`config.mk`:
```
export PLATFORM = sky130hd
export DESIGN_NAME = mcs_sequencer
export DESIGN_NICKNAME = d
export VERILOG_FILES = /design/src/rtl/mcs_pkg.sv /design/src/rtl/mcs_cnt_if.sv /design/src/rtl/mcs_sequencer.sv /design/src/rtl/mcs_cycle_counter.sv
export SDC_FILE = /design/constraint.sdc
export NUM_CORES = 1
export LEC_CHECK = 0
export BUFFER_PORTS_ARGS = -buffer_cell sky130_fd_sc_hd__buf_2
export CORE_MARGIN = 2
export CORE_UTILIZATION = 54
export DETAILED_ROUTE_END_ITERATION = 10
export PLACE_DENSITY = 0.78
export SYNTH_ARGS = -nofsm -noshare
export SYNTH_HDL_FRONTEND = slang
export SYNTH_SLANG_ARGS = --single-unit
```
`constraint.sdc`:
```
create_clock -name i_mclk -period 3.05 [get_ports i_mclk]
set_input_delay 0.305 -clock i_mclk [delete_from_list [all_inputs] [get_ports i_mclk]]
set_output_delay 0.305 -clock i_mclk [all_outputs]
set_load 0.01 [all_outputs]
```
`src/rtl/mcs_pkg.sv`:
```
package mcs_pkg;

    // counter width covers the longest detect start count
    localparam int          CNT_W            = 13;

    // phase entry counts, measured from the last counter clear
    localparam logic [12:0] CNT_JUDGE_IDLE   = 13'h0005;
    localparam logic [12:0] CNT_COMP_INIT    = 13'h0008;
    localparam logic [12:0] CNT_MEASURE      = 13'h0012;
    localparam logic [12:0] CNT_IDLE         = 13'h0033;
    localparam logic [12:0] CNT_DIAG_RESTART = 13'h0064;

    // detect start counts per sampling rate
    localparam logic [12:0] DET_100HZ        = 13'h1400;
    localparam logic [12:0] DET_1KHZ         = 13'h0200;
    localparam logic [12:0] DET_2KHZ         = 13'h0100;
    localparam logic [12:0] DET_10K24HZ      = 13'h0033;

    // nominal idle lengths per sampling rate
    localparam logic [12:0] IDLE_100HZ       = 13'h13CE;
    localparam logic [12:0] IDLE_1KHZ        = 13'h01E2;
    localparam logic [12:0] IDLE_2KHZ        = 13'h00CE;
    localparam logic [12:0] IDLE_10K24HZ     = 13'h0000;

    // sampling rate select codes
    localparam logic [1:0]  RATE_100HZ       = 2'h0;
    localparam logic [1:0]  RATE_1KHZ        = 2'h1;
    localparam logic [1:0]  RATE_2KHZ        = 2'h2;
    localparam logic [1:0]  RATE_10K24HZ     = 2'h3;

    // sequencer phases, one-hot
    typedef enum logic [12:0] {
        ST_STARTUP      = 13'h0001,
        ST_COUNT_BEGIN  = 13'h0002,
        ST_JUDGE_IDLE   = 13'h0004,
        ST_COMP_INIT    = 13'h0008,
        ST_MEASURE      = 13'h0010,
        ST_IDLE         = 13'h0020,
        ST_DETECT       = 13'h0040,
        ST_JUDGE_ACTIVE = 13'h0080,
        ST_COMP_NORMAL  = 13'h0100,
        ST_DIAG_SUPPLY  = 13'h0200,
        ST_DIAG_FORCED  = 13'h0400,
        ST_DIAG_CHECK   = 13'h0800,
        ST_DIAG_RESTART = 13'h1000
    } mcs_state_e;

endpackage

```
`src/rtl/mcs_cnt_if.sv`:
```
`timescale 1ns/1ps
`default_nettype none
interface mcs_cnt_if;
    logic        clear;   // restart count at zero
    logic [12:0] count;   // current cycle count

    modport ctrl (output clear, input count);
    modport cnt  (input clear, output count);
endinterface
`default_nettype wire

```
`src/rtl/mcs_sequencer.sv`:
```
// Contract
// - after power-up hold a startup phase with the reference level driven on the analog output before counting.
// - after startup enter the count-begin phase, start the cycle counter and start the analog circuits.
// - in the first cycle hold the judge idle from count 5 and begin combined compensation initial operation at 8.
// - at count 18 enter the measure phase and route the bridge differential to the analog output.
// - at count 51 enter idling whose length follows the sampling rate (5070, 482, 206 clocks); code idles to the detect start count: 5069, 461, 205.
// - at 10.24 kHz skip idling and run measurement cycles back to back.
// - at the detect start count of 51, 256, 512 or 5120 run pressure detection and restart the analog circuits.
// - 5 clocks after detect start run the judge, 8 clocks after it run compensation in normal mode.
// - in self-diagnosis at count 8 run only supply sensitivity compensation initial operation.
// - in self-diagnosis at count 18 force the bridge inputs to mid excitation and output a fixed value.
// - in self-diagnosis from count 51 run the check and idling for 49 clocks, then go back to normal.
// - after diagnosis restart analog at 100, judge idle at 105, compensation initial at 108, zero output at 118.
// - after the post-diagnosis measurement continue exactly as the normal cycle from idling onward.
`timescale 1ns/1ps
`default_nettype none
module mcs_sequencer
(
    input  wire logic              i_mclk,          // timer oscillator clock
    input  wire logic              i_rst_n,         // async reset, active low
    input  wire logic              i_settled,       // analog references settled
    input  wire logic [1:0]        i_rate_sel,      // sampling rate code
    input  wire logic              i_diag_en,       // self-diagnosis requested
    output logic                   o_ref_level_en,  // reference level on output
    output logic                   o_analog_start,  // analog circuit startup
    output logic                   o_judge_hold,    // judge kept inactive
    output logic                   o_judge_run,     // judge pos/neg decision
    output logic                   o_comp_initial,  // combined comp initial op
    output logic                   o_comp_normal,   // combined comp normal op
    output logic                   o_supply_comp,   // supply comp only, temp off
    output logic                   o_measure_out,   // bridge differential out
    output logic                   o_idle,          // idling
    output logic                   o_detect_run,    // pressure detection
    output logic                   o_bridge_mid,    // bridge forced to half
    output logic                   o_diag_check,    // diagnostic check running
    output mcs_pkg::mcs_state_e    o_state,         // current phase
    output logic [12:0]            o_count          // cycle count
);
    import mcs_pkg::*;

    mcs_state_e  state_q;
    mcs_state_e  state_d;
    logic        diag_q;
    logic        diag_d;
    logic [12:0] cnt;
    logic [12:0] det_cnt;
    logic        fast_rate;
    logic        clr;
    logic        post_q;
    logic        post_d;
    logic [12:0] post_offset;

    mcs_cnt_if cnt_bus ();

    // shared cycle counter
    mcs_cycle_counter u_counter
    (
        .i_mclk  (i_mclk),
        .i_rst_n (i_rst_n),
        .cnt_bus (cnt_bus.cnt)
    );

    assign cnt = cnt_bus.count;

    // detect start count per rate
    assign det_cnt   = (i_rate_sel == RATE_100HZ) ? DET_100HZ :
                       (i_rate_sel == RATE_1KHZ)  ? DET_1KHZ  :
                       (i_rate_sel == RATE_2KHZ)  ? DET_2KHZ  : DET_10K24HZ;
    assign fast_rate = (i_rate_sel == RATE_10K24HZ);

    // true one cycle before the counter reaches n
    function automatic logic hit(input logic [12:0] c, input logic [12:0] n);
        hit = (c == n - 13'h0001);
    endfunction

    // phase transitions decoded from the count
    always_comb
    begin
        state_d = state_q;
        case (state_q)
            ST_STARTUP:
                if (i_settled)
                    state_d = ST_COUNT_BEGIN;
            ST_COUNT_BEGIN:
                if (hit(cnt, CNT_JUDGE_IDLE))
                    state_d = ST_JUDGE_IDLE;
            ST_JUDGE_IDLE:
                if (hit(cnt, CNT_COMP_INIT + post_offset))
                    state_d = diag_q ? ST_DIAG_SUPPLY : ST_COMP_INIT;
            ST_COMP_INIT:
                if (hit(cnt, CNT_MEASURE + post_offset))
                    state_d = ST_MEASURE;
            ST_MEASURE:
                if (hit(cnt, CNT_IDLE + post_offset))
                    state_d = fast_rate ? ST_DETECT : ST_IDLE;
            ST_IDLE:
                if (hit(cnt, det_cnt))
                    state_d = ST_DETECT;
            ST_DETECT:
                if (hit(cnt, CNT_JUDGE_IDLE))
                    state_d = ST_JUDGE_ACTIVE;
            ST_JUDGE_ACTIVE:
                if (hit(cnt, CNT_COMP_INIT))
                    state_d = ST_COMP_NORMAL;
            ST_COMP_NORMAL:
                if (hit(cnt, CNT_MEASURE))
                    state_d = ST_MEASURE;
            ST_DIAG_SUPPLY:
                if (hit(cnt, CNT_MEASURE))
                    state_d = ST_DIAG_FORCED;
            ST_DIAG_FORCED:
                if (hit(cnt, CNT_IDLE))
                    state_d = ST_DIAG_CHECK;
            ST_DIAG_CHECK:
                if (hit(cnt, CNT_DIAG_RESTART))
                    state_d = ST_DIAG_RESTART;
            ST_DIAG_RESTART:
                if (hit(cnt, CNT_JUDGE_IDLE + post_offset))
                    state_d = ST_JUDGE_IDLE;
            default:
                state_d = ST_STARTUP;
        endcase
    end

    // counter restarts on entry to count-begin and detect only
    assign clr = (state_d != state_q) &&
                 ((state_d == ST_COUNT_BEGIN) || (state_d == ST_DETECT));
    assign cnt_bus.clear = clr;

    // diagnosis armed at count begin, dropped once the check ends
    assign diag_d = (state_d == ST_COUNT_BEGIN && state_q == ST_STARTUP) ? i_diag_en :
                    (state_d == ST_DIAG_RESTART) ? 1'b0 : diag_q;

    // counter is not cleared at the diag restart, so later phase counts sit 100 higher
    assign post_d      = (state_d == ST_DIAG_RESTART) ? 1'b1 :
                         ((state_d == ST_IDLE) || (state_d == ST_DETECT)) ? 1'b0 : post_q;
    assign post_offset = post_q ? CNT_DIAG_RESTART : 13'h0000;

    // phase and diagnosis flag registers
    always_ff @(posedge i_mclk or negedge i_rst_n)
    begin
        if (!i_rst_n)
        begin
            state_q <= ST_STARTUP;
            diag_q  <= 1'b0;
            post_q  <= 1'b0;
        end
        else
        begin
            state_q <= state_d;
            diag_q  <= diag_d;
            post_q  <= post_d;
        end
    end

    // phase outputs straight from the state flops
    assign o_ref_level_en = (state_q == ST_STARTUP);
    assign o_analog_start = (state_q == ST_COUNT_BEGIN) || (state_q == ST_DETECT) ||
                            (state_q == ST_DIAG_RESTART);
    assign o_judge_hold   = (state_q == ST_JUDGE_IDLE);
    assign o_judge_run    = (state_q == ST_JUDGE_ACTIVE);
    assign o_comp_initial = (state_q == ST_COMP_INIT);
    assign o_comp_normal  = (state_q == ST_COMP_NORMAL);
    assign o_supply_comp  = (state_q == ST_DIAG_SUPPLY);
    assign o_measure_out  = (state_q == ST_MEASURE);
    assign o_idle         = (state_q == ST_IDLE);
    assign o_detect_run   = (state_q == ST_DETECT);
    assign o_bridge_mid   = (state_q == ST_DIAG_FORCED);
    assign o_diag_check   = (state_q == ST_DIAG_CHECK);
    assign o_state        = state_q;
    assign o_count        = cnt;

    // checks on phase timing
    startup_hold_a: assert property (@(posedge i_mclk) disable iff (!i_rst_n)
        (o_ref_level_en && !i_settled) |=> o_ref_level_en)
        else $error("startup left before settling");

    begin_clear_a: assert property (@(posedge i_mclk) disable iff (!i_rst_n)
        $rose(state_q == ST_COUNT_BEGIN) |-> (cnt == 13'h0000 && o_analog_start))
        else $error("count begin without cleared counter");

    judge_idle_a: assert property (@(posedge i_mclk) disable iff (!i_rst_n)
        $rose(o_judge_hold) |-> (cnt == (post_q ? 13'h0069 : 13'h0005)) ##3 (o_comp_initial || o_supply_comp))
        else $error("judge idle or compensation start off count");

    measure_entry_a: assert property (@(posedge i_mclk) disable iff (!i_rst_n)
        ($rose(o_measure_out) && $past(o_comp_initial)) |-> (cnt == (post_q ? 13'h0076 : 13'h0012)))
        else $error("measure not entered at count 18");

    idle_entry_a: assert property (@(posedge i_mclk) disable iff (!i_rst_n)
        $rose(o_idle) |-> (cnt == ($past(post_q) ? 13'h0097 : 13'h0033) && !fast_rate))
        else $error("idle entered off count or at fast rate");

    fast_no_idle_a: assert property (@(posedge i_mclk) disable iff (!i_rst_n)
        (fast_rate && o_measure_out && cnt == 13'h0032) |=> (o_detect_run && cnt == 13'h0000))
        else $error("fast rate did not chain cycles");

    detect_start_a: assert property (@(posedge i_mclk) disable iff (!i_rst_n)
        ($rose(o_detect_run) && $past(o_idle)) |-> ($past(cnt) == det_cnt - 13'h0001 && o_analog_start))
        else $error("detect not at rate start count");

    judge_comp_a: assert property (@(posedge i_mclk) disable iff (!i_rst_n)
        $rose(o_detect_run) |-> o_detect_run[*5] ##1 o_judge_run[*3] ##1 o_comp_normal)
        else $error("judge or normal comp mistimed after detect");

    diag_supply_a: assert property (@(posedge i_mclk) disable iff (!i_rst_n)
        $rose(o_supply_comp) |-> (cnt == 13'h0008 && !o_comp_initial))
        else $error("supply comp off count 8");

    diag_forced_a: assert property (@(posedge i_mclk) disable iff (!i_rst_n)
        $rose(o_bridge_mid) |-> (cnt == 13'h0012 && $past(o_supply_comp)))
        else $error("bridge force off count 18");

    diag_check_a: assert property (@(posedge i_mclk) disable iff (!i_rst_n)
        $rose(o_diag_check) |-> (cnt == 13'h0033) ##48 (o_diag_check && cnt == 13'h0063)
        ##1 (state_q == ST_DIAG_RESTART))
        else $error("diagnostic check length wrong");

    post_diag_a: assert property (@(posedge i_mclk) disable iff (!i_rst_n)
        $rose(state_q == ST_DIAG_RESTART) |-> (cnt == 13'h0064 && o_analog_start)
        ##5 (o_judge_hold && cnt == 13'h0069) ##3 (o_comp_initial && cnt == 13'h006C)
        ##10 (o_measure_out && cnt == 13'h0076))
        else $error("post diagnosis restart mistimed");

    post_diag_idle_a: assert property (@(posedge i_mclk) disable iff (!i_rst_n)
        ($rose(o_measure_out) && cnt == 13'h0076) |-> !diag_q ##33 (o_idle || o_detect_run))
        else $error("post diagnosis did not rejoin normal cycle");

endmodule
`default_nettype wire

```
`src/rtl/mcs_cycle_counter.sv`:
```
`timescale 1ns/1ps
`default_nettype none
module mcs_cycle_counter
(
    input  wire logic  i_mclk,   // timer clock
    input  wire logic  i_rst_n,  // async reset, active low
    mcs_cnt_if.cnt     cnt_bus   // clear in, count out
);
    import mcs_pkg::*;

    logic [12:0] count_q;
    logic [12:0] count_d;

    // clear wins, otherwise count up and hold at the top
    assign count_d = cnt_bus.clear ? 13'h0000 :
                     (&count_q)    ? count_q  : count_q + 13'h0001;

    // single cycle counter register
    always_ff @(posedge i_mclk or negedge i_rst_n)
    begin
        if (!i_rst_n)
            count_q <= 13'h0000;
        else
            count_q <= count_d;
    end

    assign cnt_bus.count = count_q;
endmodule
`default_nettype wire

```
==> metrics <==
start of the worst register-to-register path=u_counter.cnt_bus.count[2]$_DFFE_PN0P_; Post-Layout Cell Count=355; Clock transition at path regs=roughly 90 ps; Main synth FF type=dfrtp_1; flops & latches, synth=28; pin slew with the least headroom to its limit=803 ps; fill cell count=374; starting density of the core=0.566; Yosys warning total=0; Worst slew margin=0.460; Routed Antenna Nets=0; CP Launch Type=register; I/O pin cnt=44; Worst R2R Setup Slack=360 ps; CP endpoint kind=register; CTS tree=yes; Placer Congestion=~0.9; Setup Fix Bufs, Post-CTS=0; post-DP HPWL=4730 um; Cell Pwr Density=~530 nW/um2; Hold Fails Final Rpt=0; # DRC=0; Yosys cell types=59; Post-Syn Area=2300 um2; Post-synth EDFFs=0; Ant. Diodes=0; RSZ-0062 raised after global routing=false; Row Count=23; Setup Viol. Count Final=0; worst setup path startpoint=u_counter.cnt_bus.count[2]$_DFFE_PN0P_; Layout area overhead=10.5%; Worst EP arrival=between 2000 and 3000 ps; Die Span Y=69.2 um; fmax=0.372 GHz; Synth area leader=dfrtp_1; share of the synthesized area in the top cell type=0.294; global-route wire length before repair=10600 um; Mapped Avg Cell Area=a little over 8 um2; final slew viol count=0; die area=around 4800 um2; worst-path fanout max=15; DR pass1 iterations=4; CP endpoint=u_counter.cnt_bus.count[4]$_DFFE_PN0P_; gr ovfl total=0; Leak=around 1.2 nW; initial antenna violation count=0; WS Path Type=register to register; CTS Root Cell=clkbuf_8; GR Util All Layers=0.267; Critical Path RT=3220 ps; Mapped Nets=approximately 290; CTS Sinks=28; status=finished, final reports clean; Port Buffer Count=43; dpl cells=351; fin crit share=0.883; Gate Count Post-Synth=about 280; largest net degree at the start of global routing=29; Post-Route Skew=1.66 ps; Max-Cap Viols=0; vias in the first global route=2118; vias per cell=6.51; Vias=2310; core area=4060 um2; number of DRC markers in iteration 0=230; Worst-Skew Late Latency=around 270 ps; Detailed Route WL=6290 um; sequential share of the synthesized area=0.306; R2R cell count=7; Final min period=2690 ps; Nets=316; worst r2r dst=u_counter.cnt_bus.count[4]$_DFFE_PN0P_; Peak VDD IR=0.322 mV; post-CTS sizing=0; share of cells above drive strength 1=0.203; FFs w/ async S/R, synth=1.00; CTS buffer count=3; setup_tns=0 ps; Die Span X=69.2 um; top area cells in the synthesized netlist=dfrtp_1 (29%), nor2_1 (4.6%), xor2_1 (4.6%), nand4_1 (3.8%), o21ai_0 (3.3%); worst hold path type=input pin to asynchronous set/reset pin; clock buffer depth=2; H-tree depth=1; WL/cell=17.7 um; Post-CTS Hold Buffers=0
==> worst min path at each step <==
stage	startpoint	endpoint	slack, ps
final	i_rst_n	u_counter.cnt_bus.count[6]$_DFFE_PN0P_	40
after global routing	i_rst_n	u_counter.cnt_bus.count[8]$_DFFE_PN0P_	80
after CTS	i_rst_n	u_counter.cnt_bus.count[8]$_DFFE_PN0P_	50
after detailed placement	i_rst_n	u_counter.cnt_bus.count[6]$_DFFE_PN0P_	350
after global placement	i_rst_n	u_counter.cnt_bus.count[6]$_DFFE_PN0P_	350
after floorplan	i_rst_n	diag_q$_DFFE_PN0P_	9
==> sequential cells by signal (all words and copies together), names as in the netlist <==
signal                   cells
o_state                     13
diag_q                       1
u_counter.cnt_bus.count     13
post_q                       1
==> layout make-up <==
type	count	area (um2)	area share
multi-input cells	216	1440	0.568
inverters	12	45.0	0.0178
flip-flops and latches	28	702	0.277
clock buffers	4	55.1	0.0217
repair buffers	45	230	0.0908
well taps	50	62.6	0.0247
==> cell usage after synthesis, types with 2 or more instances <==
cell type	number
and4_1	6
nor4bb_1	2
inv_1	11
ha_1	4
buf_2	8
nor4b_1	6
nand4_1	14
nor3_1	13
nand2b_1	5
nand2_1	18
o21ai_1	3
and4b_1	2
and3b_1	4
o211ai_1	2
nor3b_1	2
a21oi_1	4
dfrtp_1	27
xor2_1	12
nand4b_1	4
nor4_2	2
and2_1	4
xnor2_1	3
o2111ai_1	2
nand3_1	10
nor4_1	6
nor2_1	28
a211oi_1	4
a31oi_1	2
a41oi_1	2
o22ai_1	2
o21ai_0	15
buf_6	3
and3_1	3
or4b_2	3
or4_1	2
a41o_1	2
clkbuf_1	9
nor2b_1	4
a22oi_1	3
==> report_power, final <==
part / switching, mW / total, mW / internal [mW]
registers: 0.101 / 0.520 / 0.419
clock network: 0.113 / 0.229 / 0.116
logic: 0.352 / 0.584 / 0.232
==> critical path, cell delays in order (launching register included) <==
cell and delay [ps]:
dfrtp_1 540, nor4_1 610, a22oi_1 220, a211oi_1 440, o211ai_2 200, nor4b_4 270, buf_4 230, nor3_1 70
==> placed cells by master (no fill, tap or decap), types with 4 or more instances in the layout <==
| cell | netlist | final |
|---|---|---|
| dfrtp_1 | 27 | 27 |
| and3b_1 | 4 | 4 |
| nand3_1 | 10 | 10 |
| nand2b_1 | 5 | 5 |
| a211oi_1 | 4 | 4 |
| nand4_1 | 14 | 14 |
| ha_1 | 4 | 4 |
| nand2_1 | 18 | 18 |
| nor4b_1 | 6 | 6 |
| nor2_1 | 28 | 28 |
| nor4_1 | 6 | 6 |
| nor2b_1 | 4 | 4 |
| clkbuf_8 | 0 | 4 |
| buf_2 | 8 | 43 |
| nand4b_1 | 4 | 4 |
| a21oi_1 | 4 | 4 |
| inv_1 | 11 | 11 |
| nor3_1 | 13 | 13 |
| and2_1 | 4 | 4 |
| xor2_1 | 12 | 12 |
| and4_1 | 6 | 6 |
| o21ai_0 | 15 | 15 |
==> metal layers <==
layer,track usage,share of wire
met3,0.0262,0.068
met2,0.423,0.47
met1,0.374,0.43
met5,0,0
met4,0.111,0.027
==> cells by family (layout without fill, tap and decap cells) <==
kind of cell / count (synthesis) / in the layout / synth area share
simple gates: 144 / 144 / 0.387
compound gates: 52 / 52 / 0.157
buf+inv: 32 / 61 / 0.0665
flops: 28 / 28 / 0.306
xor+xnor: 15 / 15 / 0.0572
fa+ha+maj: 4 / 4 / 0.0218
mux: 1 / 1 / 0.00436
==> through the flow <==
step	cell area (um2)	utilization	setup WS, ps	power, mW	hold slack [ps]
5_1_grt	2540	0.625	153	1.43	80.8
4_1_cts	2540	0.625	397	1.33	47.2
2_1_floorplan	2300	-	601	0.930	9.41
3_5_place_dp	2480	0.611	408	1.10	349
6_report	2540	0.625	358	1.33	35.2
3_3_place_gp	2480	0.611	435	1.09	345
(Power assumes the default switching activity.)
